[config.mk]
export PLATFORM = sky130hd
export DESIGN_NAME = field_pair_selector
export DESIGN_NICKNAME = d
export VERILOG_FILES = /design/src/rtl/field_pair_pkg.sv /design/src/rtl/field_pair_selector.sv /design/src/rtl/pair_decoder.sv /design/src/rtl/pulse_divider.sv
export VERILOG_INCLUDE_DIRS = /design/src /design/src/rtl
export SDC_FILE = /design/constraint.sdc
export NUM_CORES = 1
export LEC_CHECK = 0
export ABC_AREA = 0
export BUFFER_PORTS_ARGS = -buffer_cell sky130_fd_sc_hd__buf_2
export CORE_MARGIN = 2
export CORE_UTILIZATION = 53
export DETAILED_ROUTE_END_ITERATION = 12
export GPL_TIMING_DRIVEN = 0
export PLACE_DENSITY = 0.77
export SYNTH_ARGS = -nofsm -noshare
export SYNTH_HDL_FRONTEND = slang
export SYNTH_HIERARCHICAL = 1
export SYNTH_SLANG_ARGS = --single-unit
[constraint.sdc]
create_clock -name pclk -period 4.5 [get_ports pclk]
set_clock_uncertainty 0.2 [all_clocks]
set_input_delay 0.9 -clock pclk [delete_from_list [all_inputs] [get_ports pclk]]
set_output_delay 0.9 -clock pclk [all_outputs]
set_load 0.01 [all_outputs]
[src/rtl/field_pair_cfg.svh]
`ifndef FIELD_PAIR_CFG_SVH
`define FIELD_PAIR_CFG_SVH

// Clock rate
`define CLK_KHZ 40000
// Times in ms
`define SCAN_PERIOD_MS 40
`define BASE_TIMEOUT_MS 80
`define EXT_TIMEOUT_MS 40
`define REACTION_MS 80

// Register byte offsets and control reset value
`define CTRL_OFS 12'h000
`define STATUS_OFS 12'h004
`define CTRL_RESET 4'h0

// Control fields
`define CTRL_MODE_LSB 0
`define CTRL_WARN_BIT 2
`define CTRL_CFG_BIT 3

// Pair masks
`define FOUR_MASK 8'h03
`define PAIR1_MASK 8'h01
`define EVAL_MASK 8'h7F

`endif

[src/rtl/field_pair_pkg.sv]
package field_pair_pkg;

    typedef enum logic [1:0] {MODE_BASE, MODE_EXT, MODE_FOUR} mode_type;

    typedef enum logic [1:0] {ST_START, ST_RUN, ST_ERROR} state_type;

    typedef struct packed {
        logic cfg;
        logic warn_en;
        mode_type mode;
    } ctrl_type;

    typedef struct packed {
        logic valid;
        logic start_ok;
        logic [7:0] mask;
    } decode_type;

endpackage : field_pair_pkg

[src/rtl/field_pair_selector.sv]
// Decided for this implementation: register access over APB and the address map.
`timescale 1ns/1ps
`include "field_pair_cfg.svh"
module field_pair_selector #(
    parameter logic [21:0] SCAN_CYCLES = 22'(`SCAN_PERIOD_MS * `CLK_KHZ),
    parameter logic [21:0] BASE_CYCLES = 22'(`BASE_TIMEOUT_MS * `CLK_KHZ),
    parameter logic [21:0] EXT_CYCLES = 22'(`EXT_TIMEOUT_MS * `CLK_KHZ)
) (
    input wire logic pclk, // APB clock
    input wire logic presetn, // Async reset, active low
    input wire logic psel, // APB select
    input wire logic penable, // APB enable
    input wire logic pwrite, // APB direction
    input wire logic [11:0] paddr, // APB byte address
    input wire logic [31:0] pwdata, // APB write data
    output logic [31:0] prdata, // APB read data
    output logic pready, // APB ready
    output logic pslverr, // APB error, unmapped address
    input wire logic pair_select_in_1, // Select input 1
    input wire logic pair_select_in_2, // Select input 2
    input wire logic pair_select_in_3, // Select input 3
    input wire logic pair_select_in_4, // Select input 4
    input wire logic [7:0] near_hit, // Object in near field per pair
    input wire logic [7:0] far_hit, // Object in far field per pair
    input wire logic device_warning, // Device warning level
    output logic switch_out_1, // Switching output 1, on when clear
    output logic switch_out_2, // Switching output 2, on when clear
    output logic alarm_out_1, // Alarm output 1, high when active
    output logic alarm_out_2, // Alarm output 2, high when active
    output logic error_out, // Latched error state
    output logic [7:0] field_pair_tag // Active pairs, one bit each
);
    logic [3:0] sel_meta_r;
    logic [3:0] code_s_r;
    logic [3:0] code_prev_r;
    field_pair_pkg::ctrl_type ctrl_r;
    field_pair_pkg::ctrl_type ctrl_nxt;
    field_pair_pkg::state_type state_r;
    field_pair_pkg::state_type state_nxt;
    field_pair_pkg::decode_type dec;
    logic [7:0] mask_r;
    logic [7:0] mask_nxt;
    logic [21:0] cnt_r;
    logic [21:0] cnt_nxt;
    logic [21:0] limit;
    logic bad;
    logic err_set;
    logic tick;
    logic four;
    logic run;
    logic [7:0] vn_r;
    logic [7:0] vn_nxt;
    logic [7:0] vf_r;
    logic [7:0] vf_nxt;
    logic [31:0] prdata_nxt;
    logic pready_nxt;
    logic pslverr_nxt;
    logic wr_ctrl;
    logic setup;
    logic addr_hit;

    pulse_divider #(
        .WIDTH(22),
        .PERIOD(SCAN_CYCLES)
    ) scan_div (
        .pclk(pclk),
        .presetn(presetn),
        .tick(tick)
    );

    pair_decoder decoder (
        .mode(ctrl_r.mode),
        .code(code_s_r),
        .dec(dec)
    );

    // Input synchroniser, first stage feeds only the second
    always_ff @(posedge pclk or negedge presetn)
    begin
        if (!presetn)
        begin
            sel_meta_r <= 4'h0;
            code_s_r <= 4'h0;
            code_prev_r <= 4'h0;
        end
        else
        begin
            sel_meta_r <= {pair_select_in_1, pair_select_in_2, pair_select_in_3, pair_select_in_4};
            code_s_r <= sel_meta_r;
            code_prev_r <= code_s_r;
        end
    end

    // APB slave, one wait-free access phase
    always_comb
    begin
        setup = psel && !penable;
        addr_hit = (paddr == `CTRL_OFS) || (paddr == `STATUS_OFS);
        pready_nxt = setup;
        pslverr_nxt = setup && !addr_hit;
        prdata_nxt = 32'h0000_0000;
        if (setup && !pwrite)
        begin
            if (paddr == `CTRL_OFS)
                prdata_nxt = {28'h0000000, ctrl_r};
            else if (paddr == `STATUS_OFS)
                prdata_nxt = {16'h0000, code_s_r, |vf_r, |vn_r, run, error_out, mask_r};
        end
        wr_ctrl = psel && penable && pwrite && pready && (paddr == `CTRL_OFS);
        ctrl_nxt = ctrl_r;
        if (wr_ctrl)
        begin
            ctrl_nxt.cfg = pwdata[`CTRL_CFG_BIT];
            ctrl_nxt.warn_en = pwdata[`CTRL_WARN_BIT];
            // Variant only changes in a write that sets configuring, or while configuring
            if (pwdata[`CTRL_CFG_BIT] || ctrl_r.cfg)
                ctrl_nxt.mode = field_pair_pkg::mode_type'(pwdata[`CTRL_MODE_LSB +: 2]);
        end
    end

    always_ff @(posedge pclk or negedge presetn)
    begin
        if (!presetn)
        begin
            ctrl_r <= field_pair_pkg::ctrl_type'(`CTRL_RESET);
            prdata <= 32'h0000_0000;
            pready <= 1'b0;
            pslverr <= 1'b0;
        end
        else
        begin
            ctrl_r <= ctrl_nxt;
            prdata <= prdata_nxt;
            pready <= pready_nxt;
            pslverr <= pslverr_nxt;
        end
    end

    // Selection state and invalid-code timer
    always_comb
    begin
        four = (ctrl_r.mode == field_pair_pkg::MODE_FOUR);
        limit = (ctrl_r.mode == field_pair_pkg::MODE_EXT) ? EXT_CYCLES : BASE_CYCLES;
        bad = !dec.valid || ((state_r == field_pair_pkg::ST_START) && !dec.start_ok);
        cnt_nxt = 22'h000000;
        // A variant change restarts the timer, so a count taken against the old limit never overshoots the new one
        if (!four && bad && (code_s_r == code_prev_r) && !ctrl_r.cfg && (ctrl_nxt.mode == ctrl_r.mode))
            cnt_nxt = (cnt_r == limit) ? cnt_r : cnt_r + 22'h000001;
        err_set = !four && bad && !ctrl_r.cfg && (cnt_r == limit);
        state_nxt = state_r;
        mask_nxt = mask_r;
        unique case (state_r)
            field_pair_pkg::ST_START:
            begin
                mask_nxt = 8'h00;
                if (err_set)
                    state_nxt = field_pair_pkg::ST_ERROR;
                else if (tick && !bad && !ctrl_r.cfg)
                begin
                    state_nxt = field_pair_pkg::ST_RUN;
                    mask_nxt = dec.mask;
                end
            end
            field_pair_pkg::ST_RUN:
            begin
                if (err_set)
                    state_nxt = field_pair_pkg::ST_ERROR;
                else if (ctrl_r.cfg)
                    state_nxt = field_pair_pkg::ST_START;
                else if (!bad)
                    mask_nxt = dec.mask;
            end
            field_pair_pkg::ST_ERROR:
            begin
                mask_nxt = 8'h00;
            end
        endcase
        // Old selection must not outlive its table, or a two-pair mask would run in the extended variant
        if (ctrl_nxt.mode != ctrl_r.mode)
        begin
            mask_nxt = 8'h00;
            if (state_nxt == field_pair_pkg::ST_RUN)
                state_nxt = field_pair_pkg::ST_START;
        end
    end

    always_ff @(posedge pclk or negedge presetn)
    begin
        if (!presetn)
        begin
            state_r <= field_pair_pkg::ST_START;
            mask_r <= 8'h00;
            cnt_r <= 22'h000000;
        end
        else
        begin
            state_r <= state_nxt;
            mask_r <= mask_nxt;
            cnt_r <= cnt_nxt;
        end
    end

    // Field evaluation once per scan
    always_comb
    begin
        run = (state_r == field_pair_pkg::ST_RUN) && !ctrl_r.cfg;
        vn_nxt = vn_r;
        vf_nxt = vf_r;
        if (!run)
        begin
            vn_nxt = 8'h00;
            vf_nxt = 8'h00;
        end
        else if (tick)
        begin
            // Pair eight fields are empty, so never evaluated
            vn_nxt = near_hit & mask_r & `EVAL_MASK;
            vf_nxt = far_hit & mask_r & `EVAL_MASK;
        end
    end

    always_ff @(posedge pclk or negedge presetn)
    begin
        if (!presetn)
        begin
            vn_r <= 8'h00;
            vf_r <= 8'h00;
            switch_out_1 <= 1'b0;
            switch_out_2 <= 1'b0;
            alarm_out_1 <= 1'b0;
            alarm_out_2 <= 1'b0;
            error_out <= 1'b0;
            field_pair_tag <= 8'h00;
        end
        else
        begin
            vn_r <= vn_nxt;
            vf_r <= vf_nxt;
            switch_out_1 <= run && (four ? !vn_r[0] : ~|vn_r);
            switch_out_2 <= run && (four ? !vn_r[1] : ~|vf_r);
            alarm_out_1 <= ctrl_r.cfg || (run && ((four ? vf_r[0] : |vf_r) ||
                (ctrl_r.warn_en && device_warning)));
            alarm_out_2 <= ctrl_r.cfg || (run && (four ? vf_r[1] : |vf_r));
            error_out <= (state_r == field_pair_pkg::ST_ERROR);
            field_pair_tag <= mask_r;
        end
    end
endmodule : field_pair_selector

[src/rtl/pair_decoder.sv]
`timescale 1ns/1ps
`include "field_pair_cfg.svh"
module pair_decoder (
    input field_pair_pkg::mode_type mode, // Configuration variant
    input wire logic [3:0] code, // {in_1,in_2,in_3,in_4}
    output field_pair_pkg::decode_type dec // Decoded pairs
);
    always_comb
    begin
        dec = '0;
        unique case (mode)
            field_pair_pkg::MODE_FOUR:
            begin
                dec = '{valid: 1'b1, start_ok: 1'b1, mask: `FOUR_MASK};
            end
            field_pair_pkg::MODE_EXT:
            begin
                dec.valid = 1'b1;
                dec.start_ok = 1'b1;
                unique case (code)
                    4'h0, 4'h8: dec.mask = 8'h01;
                    4'h4: dec.mask = 8'h02;
                    4'h2: dec.mask = 8'h04;
                    4'h1: dec.mask = 8'h08;
                    4'hE: dec.mask = 8'h10;
                    4'hD: dec.mask = 8'h20;
                    4'hB: dec.mask = 8'h40;
                    4'h7:
                    begin
                        dec.mask = 8'h80;
                        dec.start_ok = 1'b0;
                    end
                    default:
                    begin
                        dec.valid = 1'b0;
                        dec.start_ok = 1'b0;
                    end
                endcase
            end
            default:
            begin
                // Base table; the unused mode code falls back here
                dec.valid = ($countones(code) <= 2);
                dec.start_ok = dec.valid;
                if (code == 4'h0)
                    dec.mask = `PAIR1_MASK;
                else if (dec.valid)
                    dec.mask = {4'h0, code[0], code[1], code[2], code[3]};
            end
        endcase
    end
endmodule : pair_decoder

[src/rtl/pulse_divider.sv]
`timescale 1ns/1ps
module pulse_divider #(
    parameter int WIDTH = 22,
    parameter logic [WIDTH-1:0] PERIOD = 22'h186A00
) (
    input wire logic pclk, // Clock
    input wire logic presetn, // Async reset, active low
    output logic tick // One-cycle pulse per period
);
    logic [WIDTH-1:0] cnt_r;
    logic [WIDTH-1:0] cnt_nxt;
    logic tick_nxt;

    always_comb
    begin
        tick_nxt = (cnt_r == PERIOD - 1'b1);
        cnt_nxt = tick_nxt ? '0 : cnt_r + 1'b1;
    end

    always_ff @(posedge pclk or negedge presetn)
    begin
        if (!presetn)
        begin
            cnt_r <= '0;
            tick <= 1'b0;
        end
        else
        begin
            cnt_r <= cnt_nxt;
            tick <= tick_nxt;
        end
    end
endmodule : pulse_divider

==> impl_metrics.toml <==
[run_status]
outcome = "finished, final reports clean"

[clock_network]
cts_buffer_depth = 2
cts_sinks = 116
clkTransAtPathRegs_ns = 0.05
clk_latency_ns = 0.50
cts_root_buf = "clkbuf_8"
post_cts_resized = 0
postCtsHoldBufs = 0
cts_tree = "built"
cts-buffers-inserted = 17
postCtsSetupRepairBufs = 0
htree_levels = 4

[route]
drt_iter0_markers = 281
drt_pass1_iterations = 5
wl_mm = 11.5
routedWlPerCell_um = 15.1
dr_total_vias = 4143
detail-route-antenna-nets = 0
drc_errors = 0
vias_per_cell = 5.43

[global_routing]
antenna_found_initial = 0
grt_usage_pct = 21.6
grt_pass1_vias = 4071
grt_pass1_wl_mm = 19.4
grt.overflow.total = 0
grt_max_degree = 74

[setup_path]
crit_chain = "inv_1 -> ha_1 -> ha_1 -> ha_1 -> nand2_1 -> nand3_1 -> nand4b_1 -> nand2b_1 -> nand2_1 -> nand3b_1 -> or3_4 -> buf_12 -> nor2_2"
max_stage_delay_ns = 0.51
cpMaxStageDelayCell = "dfrtp_1"
worstSetupEndpointType = "flip-flop"
cp_top_family = "simple AND/OR/NAND/NOR gates"
required_ns = 4.73
critical_path.most_common_cell = "ha_1"
cp_max_fo = 10
arrival_ns = 3.46
start_kind = "flip-flop"
critPathKind = "flip-flop to flip-flop"
critical_path_buf_inv_count = 2

[timing]
min_period_over_period_pct = 71.8
tightest_slew_ns = 0.882
rsz0062_at_grt = "false"
tns_ns = 0
setup_ws_ns = 1.27
min_period_ns = 3.23
fmax_mhz = 310
hold_ws_ns = 0.145
setup_viol = 0
slew_violations = 0
slew_headroom_pct = 40.7
hold_viol = 0

[synth]
synth_top_area_share_pct = 51.8
ys_top_cells_by_count = "116 x dfrtp_1, 34 x nor2_1, 32 x nand3_1"
synthDistinctLibCells = 62
ys_seq_area_share_pct = 51.8
syn_area_mm2 = 0.00560
synthTopCellsByArea = "dfrtp_1 52%, ha_1 4.5%, xnor2_1 4.1%"
syn_inst = 512
ys_seq_elements = 116
synth-main-ff-cell = "dfrtp_1"
synth-async-reset-ratio_pct = 100
yosysWarnings = 6
synth_edf_count = 0
yosysTopAreaCell = "dfrtp_1"
synth_most_common_cell = "dfrtp_1"
syn-mean-instance-area_um2 = 10.9

[die]
ios = 117
rows = 37
fp.dieW_um = 107
die_area_mm2 = 0.0114
core-area_mm2 = 0.0103
initial_core_util_pct = 54.5
fp.dieH_um = 107

[placed_design]
pre_cts_ws_ns = 1.34
dp_cells = 733
portBuffers = 69
dp_hpwl_mm = 7.66
place_congestion = 0.850

[final_layout]
fin_cells = 763
num-fill-cells = 782
finalNetCount = 706
drive_gt1_share_pct = 24.9
fin_util_pct = 66.1
seq_area_mm2 = 0.00290
area_growth_pct = 21.3
diodes = 0
multiInputGateArea_mm2 = 0.00249

[worst_hold_path]
hold_path.class = "flip-flop to flip-flop"

[pwr]
power_leakage_uw = 0.00318
p_per_area_mw_per_mm2 = 387
irDropWorstVdd_mv = 0.295

[job]
drv_cap = 0
## report_power, final
| group | switching (uW) | internal, uW | total [uW] |
|---|---|---|---|
| sequential | 12.9 | 1060 | 1080 |
| combinational | 133 | 80.8 | 214 |
| clock | 443 | 901 | 1340 |
## cell usage in the layout (no fill, tap or decap), types with 11 or more instances in the layout
cell type,synthesis,final
nand3_1,32,32
buf_2,1,69
buf_4,17,18
xor2_1,18,18
nand2b_1,25,25
clkbuf_16,0,16
nor3_1,11,11
xnor2_1,26,26
a21oi_1,19,19
nor2_1,34,34
nand2_1,23,23
nor2_2,21,21
conb_1,1,16
ha_1,20,20
inv_1,16,16
dfrtp_1,116,116
nand4_1,14,14
## state kept, by name (all words and copies together) (netlist names), 4 cells and up
register        cells
code_prev_r         4
vf_r                7
sel_meta_r          4
prdata             16
vn_r                7
ctrl_r              4
field_pair_tag      8
cnt_r              22
mask_r              8
scan_div/cnt_r     22
code_s_r            4
## through the flow
| stage | total power (uW) | cell area (um2) |
|---|---|---|
| floorplan | 1220 | 5660 |
| global placement | 1290 | 6180 |
| detailed placement | 1300 | 6210 |
| CTS | 2650 | 6800 |
| global route | 2730 | 6800 |
| finish | 2630 | 6800 |
## per-layer routing
metal | vias up | global-route usage [%] | wire length, um
li1 | 1965 | - | -
met5 | - | 0 | 0
met2 | 125 | 35.1 | 5710
met1 | 2043 | 28.5 | 5090
met4 | 0 | 6.96 | 129
met3 | 10 | 5.53 | 589
## worst paths after layout
kind / from / to / slack, ns / depth (start not counted)
setup / recovery: code_s_r[2] / cnt_r[1] / 1.27 / 13
setup reg to reg: code_s_r[2] / cnt_r[1] / 1.27 / 13
hold / removal: sel_meta_r[0] / code_s_r[0] / 0.15 / 0
min in group asynchronous: presetn / prdata[2] / 0.19 / 1
hold reg to reg: sel_meta_r[0] / code_s_r[0] / 0.15 / 0
max in group asynchronous: presetn / scan_div/cnt_r[9] / 3.17 / 2
## cell families after synthesis
group	after synthesis	share of synthesized area, %
AO/OA/AOI/OAI	57	7.26
XOR/XNOR	44	6.88
buffers and inverters	44	4.69
other	1	0.0669
adder cells (fa/ha/maj)	20	4.47
flip-flops	116	51.8
AND/OR/NAND/NOR	220	23.0
multiplexers	10	1.88
## final cells by class
class | instances | area share, %
buffer | 28 | 2.98
multi-input combinational | 367 | 36.7
inverter | 16 | 0.883
clock inverter | 11 | 2.36
sequential | 116 | 42.7
clock buffer | 19 | 6.35
tap | 136 | 2.50
timing repair buffer | 70 | 5.52
Note: power is estimated with default switching activity, not from simulation.
